$ cat config.mk
export PLATFORM = sky130hd
export DESIGN_NAME = rws_reset_seq
export DESIGN_NICKNAME = d
export VERILOG_FILES = /design/src/rtl/rws_pkg.sv /design/src/rtl/rws_interval_timer.sv /design/src/rtl/rws_reset_seq.sv
export VERILOG_INCLUDE_DIRS = /design/src /design/src/rtl
export SDC_FILE = /design/constraint.sdc
export NUM_CORES = 1
export LEC_CHECK = 0
export ABC_CLOCK_PERIOD_IN_PS = 3800
export BUFFER_PORTS_ARGS = -buffer_cell sky130_fd_sc_hd__buf_2
export CORE_MARGIN = 2
export CORE_UTILIZATION = 25
export CTS_CLUSTER_DIAMETER = 200
export DETAILED_ROUTE_END_ITERATION = 8
export PLACE_DENSITY = 0.51
export SYNTH_ARGS = -nofsm -noshare
export SYNTH_HDL_FRONTEND = slang
export SYNTH_SLANG_ARGS = --single-unit
$ cat constraint.sdc
create_clock -name clk_sys -period 3.8 [get_ports clk_sys]
set_clock_uncertainty 0.2 [all_clocks]
set_input_delay 0 -clock clk_sys [delete_from_list [all_inputs] [get_ports clk_sys]]
set_output_delay 0 -clock clk_sys [all_outputs]
set_load 0.05 [all_outputs]
$ cat src/rtl/rws_params.svh
// Constants for the reset, watchdog and suspend sequencer
`ifndef RWS_PARAMS_SVH
`define RWS_PARAMS_SVH
`define RWS_CLK_HZ 40000000
`define RWS_ADDR_BUSRST_IE 8'h20
`define RWS_ADDR_WDOG_RESTART 8'h26
`define RWS_ADDR_PSC 8'hff
`define RWS_PSC_RUN 0
`define RWS_PSC_IES 2
`define RWS_PSC_SUSPEND 3
`define RWS_PSC_POR 4
`define RWS_PSC_WDR 6
`define RWS_PSC_POR_VALUE 8'h11
`define RWS_PSC_WDR_VALUE 8'h41
`define RWS_BUSRST_IE_BIT 0
`define RWS_RESET_VECTOR 14'h0000
`define RWS_STACK_RESET 8'h00
`define RWS_T_NOINT_US 1000
`define RWS_T_WAIT_US 95000
`define RWS_T_WATCH_US 8000
`define RWS_T_WDR_HOLD_US 2000
`define RWS_T_WAKE_US 1000
`endif

$ cat src/rtl/rws_pkg.sv
// Types for the reset, watchdog and suspend sequencer
package rws_pkg;
  typedef enum logic [2:0] {
    SEQ_POR, SEQ_NOINT, SEQ_WAIT, SEQ_RUN, SEQ_WDR, SEQ_SUSPEND, SEQ_WAKE
  } rws_state_t;
  typedef struct packed {
    logic wrEn;
    logic rdEn;
    logic [7:0] addr;
    logic [7:0] wdata;
  } rws_iowr_t;
  typedef struct packed {
    logic cpuRun;
    logic vectorFetch;
    logic [13:0] vectorAddr;
    logic [7:0] stackInit;
  } rws_cpu_ctl_t;
endpackage

$ cat src/rtl/rws_interval_timer.sv
// Down counter that pulses once when a loaded interval has run out
`timescale 1ns/1ps
`include "rws_params.svh"
module rws_interval_timer #(
  parameter int WIDTH = 22
) (
  input wire logic clk_sys,
  input wire logic nrst,
  input wire logic load,
  input wire logic [WIDTH-1:0] loadValue,
  input wire logic run,
  output logic expired
);
  initial begin
    if (WIDTH < 2 || WIDTH > 31) $error("rws_interval_timer: WIDTH out of range");
  end
  logic [WIDTH-1:0] count;
  logic active;
  wire lastTick = active && run && (count == {{(WIDTH-1){1'b0}}, 1'b1});
  always_ff @(posedge clk_sys) begin
    if (!nrst) begin
      count <= '0;
      active <= 1'b0;
      expired <= 1'b0;
    end else begin
      expired <= lastTick;
      if (load) begin
        count <= loadValue;
        active <= 1'b1;
      end else if (active && run) begin
        count <= count - 1'b1;
        if (lastTick) active <= 1'b0;
      end
    end
  end
endmodule

$ cat src/rtl/rws_reset_seq.sv
// Power-on, watchdog and suspend sequencer for the CPU core
//
// What this block does
// - Hold CPU during reset, semi-suspend, suspend and wake
// - Start semi-suspend timer when supply and oscillator good
// - First 1 ms uninterruptible, then 95 ms wait
// - Bus reset in wait starts CPU at 0x0000
// - Early bus reset stays pending until enabled
// - Supply drop reasserts reset and repeats sequence
// - Any write to 0x26 clears watchdog
// - Watchdog rolls over after at least 8 ms
// - Watchdog reset loads status with 01000001
// - Watchdog reset holds 2 ms, then vector
// - Watchdog reset clears USB device address
// - Suspend bit switches off all but wake logic
// - Suspend stops oscillator and both timers
// - Only GPIO interrupt or USB activity wakes
// - CPU resumes 1 ms after oscillator stable
// - Next instruction runs before pending interrupts
// - Any reset restores defaults and stack pointers
`timescale 1ns/1ps
`include "rws_params.svh"
module rws_reset_seq #(
  parameter int CLK_HZ = `RWS_CLK_HZ,
  parameter int T_NOINT_US = `RWS_T_NOINT_US,
  parameter int T_WAIT_US = `RWS_T_WAIT_US,
  parameter int T_WATCH_US = `RWS_T_WATCH_US,
  parameter int T_WDR_HOLD_US = `RWS_T_WDR_HOLD_US,
  parameter int T_WAKE_US = `RWS_T_WAKE_US
) (
  input wire logic clk_sys,
  input wire logic nrst,
  input wire logic supplyGood,
  input wire logic oscStable,
  input wire logic usbBusReset,
  input wire logic usbActivity,
  input wire logic gpioIrqWake,
  input wire rws_pkg::rws_iowr_t ioBus,
  input wire logic cpuIntAck,
  output logic [7:0] ioRdata,
  output rws_pkg::rws_cpu_ctl_t cpuCtl,
  output logic busResetPending,
  output logic busResetIrqEnable,
  output logic usbAddrClear,
  output logic regsDefault,
  output logic irqHold,
  output logic oscEnable,
  output logic timersRun,
  output logic blocksPowered
);
  localparam longint CYC_NOINT = (longint'(CLK_HZ) * T_NOINT_US + 999999) / 1000000;
  localparam longint CYC_WAIT = (longint'(CLK_HZ) * T_WAIT_US + 999999) / 1000000;
  localparam longint CYC_WATCH = (longint'(CLK_HZ) * T_WATCH_US + 999999) / 1000000;
  localparam longint CYC_WDR = (longint'(CLK_HZ) * T_WDR_HOLD_US + 999999) / 1000000;
  localparam longint CYC_WAKE = (longint'(CLK_HZ) * T_WAKE_US + 999999) / 1000000;
  localparam int TW = 22;
  initial begin
    if (CYC_WAIT >= (64'd1 << TW) || CYC_WATCH >= (64'd1 << TW)) begin
      $error("rws_reset_seq: interval too long for timer width");
    end
    if (CYC_NOINT < 1 || CYC_WDR < 1 || CYC_WAKE < 1) $error("rws_reset_seq: zero interval");
  end

  ////////////////////////////////////////////////////////////////////////////
  // Input synchronisers
  logic [4:0] syncA;
  logic [4:0] syncB;
  always_ff @(posedge clk_sys) begin
    if (!nrst) begin
      syncA <= 5'h00;
      syncB <= 5'h00;
    end else begin
      syncA <= {supplyGood, oscStable, usbBusReset, usbActivity, gpioIrqWake};
      syncB <= syncA;
    end
  end
  wire sSupply = syncB[4];
  wire sOsc = syncB[3];
  wire sBusRst = syncB[2];
  wire sUsbAct = syncB[1];
  wire sGpio = syncB[0];

  ////////////////////////////////////////////////////////////////////////////
  // Sequencer state and decode
  rws_pkg::rws_state_t state;
  rws_pkg::rws_state_t next_state;
  logic [7:0] psc;
  logic wdogExpired;
  logic seqExpired;
  logic [TW-1:0] seqLoadValue;
  logic seqLoad;

  // Oscillator loss only matters before release; suspend stops it on purpose
  wire porActive = !sSupply || ((state == rws_pkg::SEQ_POR) && !sOsc);
  wire wrWdog = ioBus.wrEn && (ioBus.addr == `RWS_ADDR_WDOG_RESTART);
  wire wrPsc = ioBus.wrEn && (ioBus.addr == `RWS_ADDR_PSC);
  wire wrBrIe = ioBus.wrEn && (ioBus.addr == `RWS_ADDR_BUSRST_IE);
  wire enterSuspend = wrPsc && ioBus.wdata[`RWS_PSC_SUSPEND] && ioBus.wdata[`RWS_PSC_RUN];
  wire wakeEvent = sGpio || sUsbAct;
  wire inRun = (state == rws_pkg::SEQ_RUN);
  wire wdogFire = inRun && wdogExpired;
  wire busRstCut = (state == rws_pkg::SEQ_WAIT) && sBusRst;

  always_comb begin
    next_state = state;
    case (state)
      rws_pkg::SEQ_POR: begin
        if (!porActive) next_state = rws_pkg::SEQ_NOINT;
      end
      rws_pkg::SEQ_NOINT: begin
        if (seqExpired) next_state = rws_pkg::SEQ_WAIT;
      end
      rws_pkg::SEQ_WAIT: begin
        if (busRstCut || seqExpired) next_state = rws_pkg::SEQ_RUN;
      end
      rws_pkg::SEQ_RUN: begin
        if (wdogFire) begin
          next_state = rws_pkg::SEQ_WDR;
        end else if (enterSuspend) begin
          next_state = rws_pkg::SEQ_SUSPEND;
        end
      end
      rws_pkg::SEQ_WDR: begin
        if (seqExpired) next_state = rws_pkg::SEQ_RUN;
      end
      rws_pkg::SEQ_SUSPEND: begin
        if (wakeEvent) next_state = rws_pkg::SEQ_WAKE;
      end
      rws_pkg::SEQ_WAKE: begin
        if (seqExpired) next_state = rws_pkg::SEQ_RUN;
      end
      default: next_state = rws_pkg::SEQ_POR;
    endcase
    if (porActive) next_state = rws_pkg::SEQ_POR;
  end

  // Load the shared interval timer on every entry into a timed state
  wire enterNoint = (state == rws_pkg::SEQ_POR) && (next_state == rws_pkg::SEQ_NOINT);
  wire enterWait = (state == rws_pkg::SEQ_NOINT) && (next_state == rws_pkg::SEQ_WAIT);
  wire enterWdr = (next_state == rws_pkg::SEQ_WDR) && (state != rws_pkg::SEQ_WDR);
  // Oscillator must be stable before the 1 ms wake interval counts
  wire enterWake = (state == rws_pkg::SEQ_WAKE) && !sOsc;
  assign seqLoad = enterNoint || enterWait || enterWdr || enterWake;
  assign seqLoadValue = enterNoint ? TW'(CYC_NOINT) :
                        enterWait ? TW'(CYC_WAIT) :
                        enterWdr ? TW'(CYC_WDR) : TW'(CYC_WAKE);

  ////////////////////////////////////////////////////////////////////////////
  // Timers
  rws_interval_timer #(.WIDTH(TW)) seqTimer (
    .clk_sys(clk_sys),
    .nrst(nrst),
    .load(seqLoad || (state == rws_pkg::SEQ_SUSPEND) || porActive),
    .loadValue(seqLoadValue),
    .run(1'b1),
    .expired(seqExpired)
  );

  // Held loaded while not running, so a clear or an idle period restarts it
  wire wdogLoad = wrWdog || !inRun || enterSuspend;
  rws_interval_timer #(.WIDTH(TW)) wdogTimer (
    .clk_sys(clk_sys),
    .nrst(nrst),
    .load(wdogLoad),
    .loadValue(TW'(CYC_WATCH)),
    .run(inRun),
    .expired(wdogExpired)
  );

  ////////////////////////////////////////////////////////////////////////////
  // Status and control register, bus reset enable
  logic brPend;
  logic brIe;
  wire anyReset = porActive || wdogFire;
  wire [7:0] pscWrite = {psc[7:5], psc[`RWS_PSC_POR], ioBus.wdata[3:0]};
  always_ff @(posedge clk_sys) begin
    if (!nrst) begin
      psc <= `RWS_PSC_POR_VALUE;
      brIe <= 1'b0;
      brPend <= 1'b0;
    end else begin
      if (porActive) begin
        psc <= `RWS_PSC_POR_VALUE;
        brIe <= 1'b0;
      end else if (wdogFire) begin
        psc <= `RWS_PSC_WDR_VALUE;
        brIe <= 1'b0;
      end else begin
        if (wrPsc) psc <= {pscWrite[7], 1'b0, pscWrite[5:4], 1'b0, pscWrite[2:0]};
        if (state == rws_pkg::SEQ_WAKE && seqExpired) psc[`RWS_PSC_SUSPEND] <= 1'b0;
        if (wrBrIe) brIe <= ioBus.wdata[`RWS_BUSRST_IE_BIT];
      end
      // A new bus reset wins over the acknowledge in the same cycle
      if (porActive) begin
        brPend <= 1'b0;
      end else if (busRstCut || (sBusRst && inRun)) begin
        brPend <= 1'b1;
      end else if (cpuIntAck) begin
        brPend <= 1'b0;
      end
    end
  end

  wire [7:0] rdMux = (ioBus.addr == `RWS_ADDR_PSC) ? psc :
                     (ioBus.addr == `RWS_ADDR_BUSRST_IE) ? {7'h00, brIe} : 8'h00;

  ////////////////////////////////////////////////////////////////////////////
  // Output registers
  wire runNext = (next_state == rws_pkg::SEQ_RUN) && !anyReset;
  wire vecNext = runNext && (state != rws_pkg::SEQ_RUN) &&
                 (state != rws_pkg::SEQ_WAKE);
  wire lowPower = (next_state == rws_pkg::SEQ_SUSPEND);
  always_ff @(posedge clk_sys) begin
    if (!nrst) begin
      state <= rws_pkg::SEQ_POR;
      ioRdata <= 8'h00;
      cpuCtl <= '0;
      busResetPending <= 1'b0;
      busResetIrqEnable <= 1'b0;
      usbAddrClear <= 1'b1;
      regsDefault <= 1'b1;
      irqHold <= 1'b1;
      oscEnable <= 1'b1;
      timersRun <= 1'b0;
      blocksPowered <= 1'b1;
    end else begin
      state <= next_state;
      ioRdata <= ioBus.rdEn ? rdMux : 8'h00;
      cpuCtl.cpuRun <= runNext;
      cpuCtl.vectorFetch <= vecNext;
      cpuCtl.vectorAddr <= `RWS_RESET_VECTOR;
      cpuCtl.stackInit <= `RWS_STACK_RESET;
      busResetPending <= brPend;
      busResetIrqEnable <= brIe;
      usbAddrClear <= anyReset || (state == rws_pkg::SEQ_WDR);
      regsDefault <= anyReset || (state == rws_pkg::SEQ_WDR);
      // Interrupts stay blocked until the instruction after suspend has run
      irqHold <= !runNext || (state == rws_pkg::SEQ_WAKE);
      oscEnable <= !lowPower;
      timersRun <= runNext;
      blocksPowered <= !lowPower;
    end
  end
endmodule

# Word-level counts from Yosys, hierarchy flattened
# Cells that the tools add are included.
dict set report totals {
  input_bits 26
  elab_cells 130
  reg_bits 105
}
dict set report classes {
  n_reduce_logical 53
  eq_ne 19
  add_sub_neg 2
  n_mux 28
  n_bitwise 2
}
# operator count
set op_table {}
lappend op_table {{$mux 22} 4}
lappend op_table {{$eq 22x1->1 const B} 2}
lappend op_table {{$sub 22x1->22 const B} 2}
lappend op_table {{$mux 19} 2}
lappend op_table {{$mux 3} 7}
lappend op_table {{$mux 7} 3}
lappend op_table {{$logic_and 1x1->1} 20}
lappend op_table {{$pmux 3 s6} 1}
lappend op_table {{$mux 17} 1}
lappend op_table {{$eq 8x6->1 const B} 2}
lappend op_table {{$eq 3x3->1 const B} 5}
lappend op_table {{$logic_or 1x1->1} 14}
lappend op_table {{$eq 3x2->1 const B} 4}
lappend op_table {{$mux 1} 10}
lappend op_table {{$reduce_bool 2->1} 5}
lappend op_table {{$eq 8x8->1 const B} 1}
lappend op_table {{$reduce_or 2->1} 4}
lappend op_table {{$eq 3x1->1 const B} 2}
lappend op_table {{$logic_not 1->1} 6}
lappend op_table {{$ne 3x3->1 const B} 2}
lappend op_table {{$reduce_and 2->1} 2}
lappend op_table {{$logic_not 3->1} 1}
lappend op_table {{$ne 3x2->1 const B} 1}
lappend op_table {{$reduce_or 3->1} 1}
lappend op_table {{$not 1->1} 2}

# Longest topological paths before layout
dict set report depth {
  depth_word 16
  depth_mapped 9
}

# Hierarchy
# From an unflattened synthesis, not the netlist that was laid out.
dict set report hier_totals {
  cells_unflattened 505
  hier_area_um2 4351.7
}
# module area_per_inst_um2 cells_per_inst seq_area_each_um2 instances
set modules_own_cells {}
lappend modules_own_cells {rws_interval_timer 1378.8 163 480.5 2}
lappend modules_own_cells {rws_reset_seq 1594.0 179 640.6 1}

# Worst setup path after synthesis
# OpenSTA, ideal clock, no wires.
dict set report synth_path {
  kind {reg2reg}
  from {register state[2]}
  to {register seqTimer.count[9]}
  path_buffers 1
  setup_slack_ns 1.599
  synth_period_minus_slack_ns 2.201
  path_stages_with_launch 8
  t_arrival_ns 1.875
  path_cell_list {dfxtp_1 -> buf_6 -> nand3b_4 -> nor4_2 -> o311ai_1 -> or3b_4 -> a41o_1 -> nor3b_1}
}
dict set report synth_between {
  elab_chain_len 14
}
# item line_no
set synth_rtl {}
lappend synth_rtl {{start, declared} rws_reset_seq.sv:85} ;# rws_pkg::rws_state_t state;
lappend synth_rtl {{start signal, assigned} rws_reset_seq.sv:215} ;# state <= rws_pkg::SEQ_POR;
lappend synth_rtl {{start signal, assigned} rws_reset_seq.sv:227} ;# state <= next_state;
lappend synth_rtl {{$eq 3x2->1} {rws_reset_seq.sv:102, rws_reset_seq.sv:106}}
lappend synth_rtl {{$logic_and 1x1->1} rws_reset_seq.sv:102} ;# wire busRstCut = (state == rws_pkg::SEQ_WAIT) && sBusRst;
lappend synth_rtl {{$logic_or 1x1->1} rws_reset_seq.sv:114} ;# if (busRstCut || seqExpired) next_state = rws_pkg::SEQ_RUN;
lappend synth_rtl {{$mux 3} rws_reset_seq.sv:114}
lappend synth_rtl {{$pmux 3 s6} rws_reset_seq.sv:106} ;# case (state)
lappend synth_rtl {{$mux 3} rws_reset_seq.sv:134} ;# if (porActive) next_state = rws_pkg::SEQ_POR;
lappend synth_rtl {{$eq 3x1->1 or $eq 3x2->1 (tied branches)} {rws_reset_seq.sv:138, rws_reset_seq.sv:139}}
lappend synth_rtl {{$logic_and 1x1->1 (on tied branches)} {rws_reset_seq.sv:138, rws_reset_seq.sv:139}}
lappend synth_rtl {{$logic_or 1x1->1 (3 in a row)} rws_reset_seq.sv:143} ;# assign seqLoad = enterNoint || enterWait || enterWdr || enterWake;
lappend synth_rtl {{$logic_or 1x1->1 (2 in a row)} rws_reset_seq.sv:153} ;# .load(seqLoad || (state == rws_pkg::SEQ_SUSPEND) || porActive),
lappend synth_rtl {{$mux 22 or $reduce_bool 2->1 (tied branches)} -}
lappend synth_rtl {{end signal, assigned} rws_interval_timer.sv:28} ;# count <= loadValue;
lappend synth_rtl {{end signal, assigned} rws_interval_timer.sv:31} ;# count <= count - 1'b1;
lappend synth_rtl {{end, declared} rws_interval_timer.sv:17} ;# logic [WIDTH-1:0] count;
# Several ways; a longest one is shown, not always the timed one.
# A chain may end at the register's enable or synchronous reset.

# Worst setup path after layout
dict set report layout_path {
  from {register state[1]}
  to {register seqTimer.count[11]}
}
# The elaborated chain is that of the path after synthesis.

==> flow_metrics.tcl <==
set metrics [dict create \
    outcome "finished clean" \
    cts_buffers 9 \
    fp.dieW_um 129 \
    vias 3105 \
    cts_tree "done" \
    synth_mux_area_share_pct 0 \
    synthDistinctLibCells 66 \
    ctsResizeCount 0 \
    rsz0062_at_grt "no" \
    clock-sinks 80 \
    p_leak_uw 0.00189 \
    ys_dominant_reg_cell "dfxtp_1" \
    gp_congestion 0.783 \
    finalCritPeriodShare_pct 68.9 \
    final-setup-viol-count 0 \
    gr-total-overflow 0 \
    ios 66 \
    syn_to_final_growth_pct 19.6 \
    tns_ns 0 \
    synth_compound_area_share_pct 11.7 \
    hold_viol 0 \
    grtUsageTotal_pct 10.5 \
    grt_pass1_wl_um 13900 \
    slew_viol_final 0 \
    synth_area_leaders "dfxtp_1, buf_4, xnor2_1" \
    synth-xor-area-share_pct 8.78 \
    synth_top_area_share_pct 41.2 \
    fill_cells 1597 \
    ys_seq_area_share_pct 41.2 \
    final_common_cell "dfxtp_1" \
    antenna_cells 0 \
    drive_above_1_share_pct 14.5 \
    wl_um 8400 \
    fin_nets 522 \
    drtIter0Drc 166 \
    drc 0 \
    synth_seq_cells 80 \
    min_path_type "in2reg" \
    ir_drop_uv 213 \
    max_cap_violations 0 \
    syn_area_per_cell_um2 8.88 \
    crit_end "seqTimer.count[11]" \
    multi_input_area_um2 2030 \
    critPathLaunch "state[1]" \
    holdBufCountCts 25 \
    post_cts_buffers 0 \
    port_buffers 36 \
    clk_pin_slew_ns 0.07 \
    grt_pass1_vias 2997 \
    cp-end-kind "flip-flop" \
    synth_area_um2 3890 \
    synth_edf_count 0 \
    r2r_slack_ns 1.18 \
    antenna_found_initial 0 \
    fin_crit_ns 2.62 \
    instances_no_fill 685 \
    core_um2 15200 \
    dp_cells 644 \
    synthAdderAreaFrac_pct 1.29 \
    ys_async_sr_fraction_pct 0 \
    r2r-start "state[1]" \
    clockRootBuffer "clkbuf_16" \
    critPathKind "reg2reg" \
    critPathArrivalTime_ns 2.61 \
    firstDrtPassIters 4 \
    vias_per_cell 4.53 \
    grt_max_degree 34 \
    cp.required_ns 3.79 \
    worstMarginPinSlew_ns 0.667 \
    num_rows 45 \
    start_util_pct 25.6 \
    clock_latency_ns 0.34 \
    die_h_um 129 \
    ant_nets 0 \
    wire_per_inst_um 12.3 \
    synth_top_cell_by_area "dfxtp_1" \
    mostFrequentLayoutCells "dfxtp_1, nor2_1, buf_2" \
    rr_worst_depth 6 \
    synth_simple_gate_area_share_pct 28.0 \
    cp_max_fo 15 \
    dp_hpwl_um 5970 \
    worstSetupStartpointType "flip-flop" \
    yosysWarningCount 0 \
    seqCellArea_um2 1600 \
    cts_buffer_depth 2 \
    r2r-end "seqTimer.count[11]" \
    htree_levels 3 \
    power.density_nw_per_um2 393 \
    max_freq_mhz 382 \
    synth_top_family_by_area "simple AND/OR/NAND/NOR gates" \
    die_area_um2 16600 \
    slew_headroom_pct 54.8 \
    syn_inst 438 \
]
critical path, stage by stage, from the launching register on:
cell	delay [ns]
dfxtp_1	0.64
nand2b_1	0.20
a21oi_1	0.10
o311ai_1	0.58
nor3b_4	0.17
nor2_2	0.40
a21boi_0	0.17
metal layers:
metal / share of wire, % / GRT usage (%)
met5: 0 / 0
met3: 3.7 / 1.95
met1: 47 / 13.3
met4: 2.4 / 6.33
met2: 46 / 16.6
through the flow:
stage / setup WS [ns] / instance area, um^2 / utilization, % / power (uW) / hold WS, ns
2_1_floorplan: 1.60 / 3980 / - / 999 / -0.0727
3_3_place_gp: 1.20 / 4110 / 27.0 / 1000 / 0.0155
3_5_place_dp: 1.17 / 4110 / 27.0 / 1000 / 0.00963
4_1_cts: 1.15 / 4650 / 30.6 / 1850 / 0.0245
5_1_grt: 0.967 / 4650 / 30.6 / 1900 / 0.0965
6_report: 1.18 / 4650 / 30.6 / 1830 / 0.0344
cell families after synthesis:
| logic type | after synthesis |
|---|---|
| simple gates | 196 |
| other cells | 1 |
| fa+ha+maj | 4 |
| buf+inv | 58 |
| xor+xnor | 39 |
| flops | 80 |
| compound gates | 60 |
cell type report:
class	instances	share of cell area, %
Timing Repair Buffer	62	9.42
Sequential cell	80	34.4
Inverter	15	1.21
Clock inverter	6	1.08
Clock buffer	10	5.14
Multi-Input combinational cell	324	43.7
Tap cell	188	5.06
worst min path at each step:
stage	startpoint	to	slack, ns	cells past startpoint
after global routing	ioBus[11]	ioRdata[2]	0.1	4
after detailed placement	usbActivity	syncA[1]	0.01	2
final	ioBus[9]	wdogTimer.active	0.03	4
after global placement	gpioIrqWake	syncA[0]	0.02	2
after floorplan	gpioIrqWake	syncA[0]	-0.07	1
after CTS	ioBus[3]	state[2]	0.02	5
Yosys cell counts (2+ instances only):
master and n:
nand3_1 13, a41o_1 2, inv_1 15, or3_1 4, o21ai_0 5, nand4_1 3, a32oi_1 2, buf_2 4
nand2b_1 4, clkbuf_1 6, o311a_1 2, nor4b_1 3, a21oi_1 15, xor2_1 19, a21boi_0 11, o21bai_1 2
or2_2 2, nor3_1 23, nand2_1 31, buf_4 31, nand3b_1 3, and2_1 20, dfxtp_1 80, xnor2_1 20
nor3b_1 5, nor4_1 11, nor2_1 45, ha_1 4, o41ai_1 3, and3_1 12, nand4b_1 2, nor2b_1 2
power breakdown:
group / switching, uW / internal, uW
Combinational: 93.8 / 41.7
Sequential: 11.6 / 850
Clock: 360 / 468
Total: 466 / 1360
registers in the layout, indices dropped and copies added (netlist names), 3 cells and up:
signal,count
psc,5
state,3
syncB,5
seqTimer.count,22
syncA,5
ioRdata,5
wdogTimer.count,22
Power figures use the tool's default switching activity.
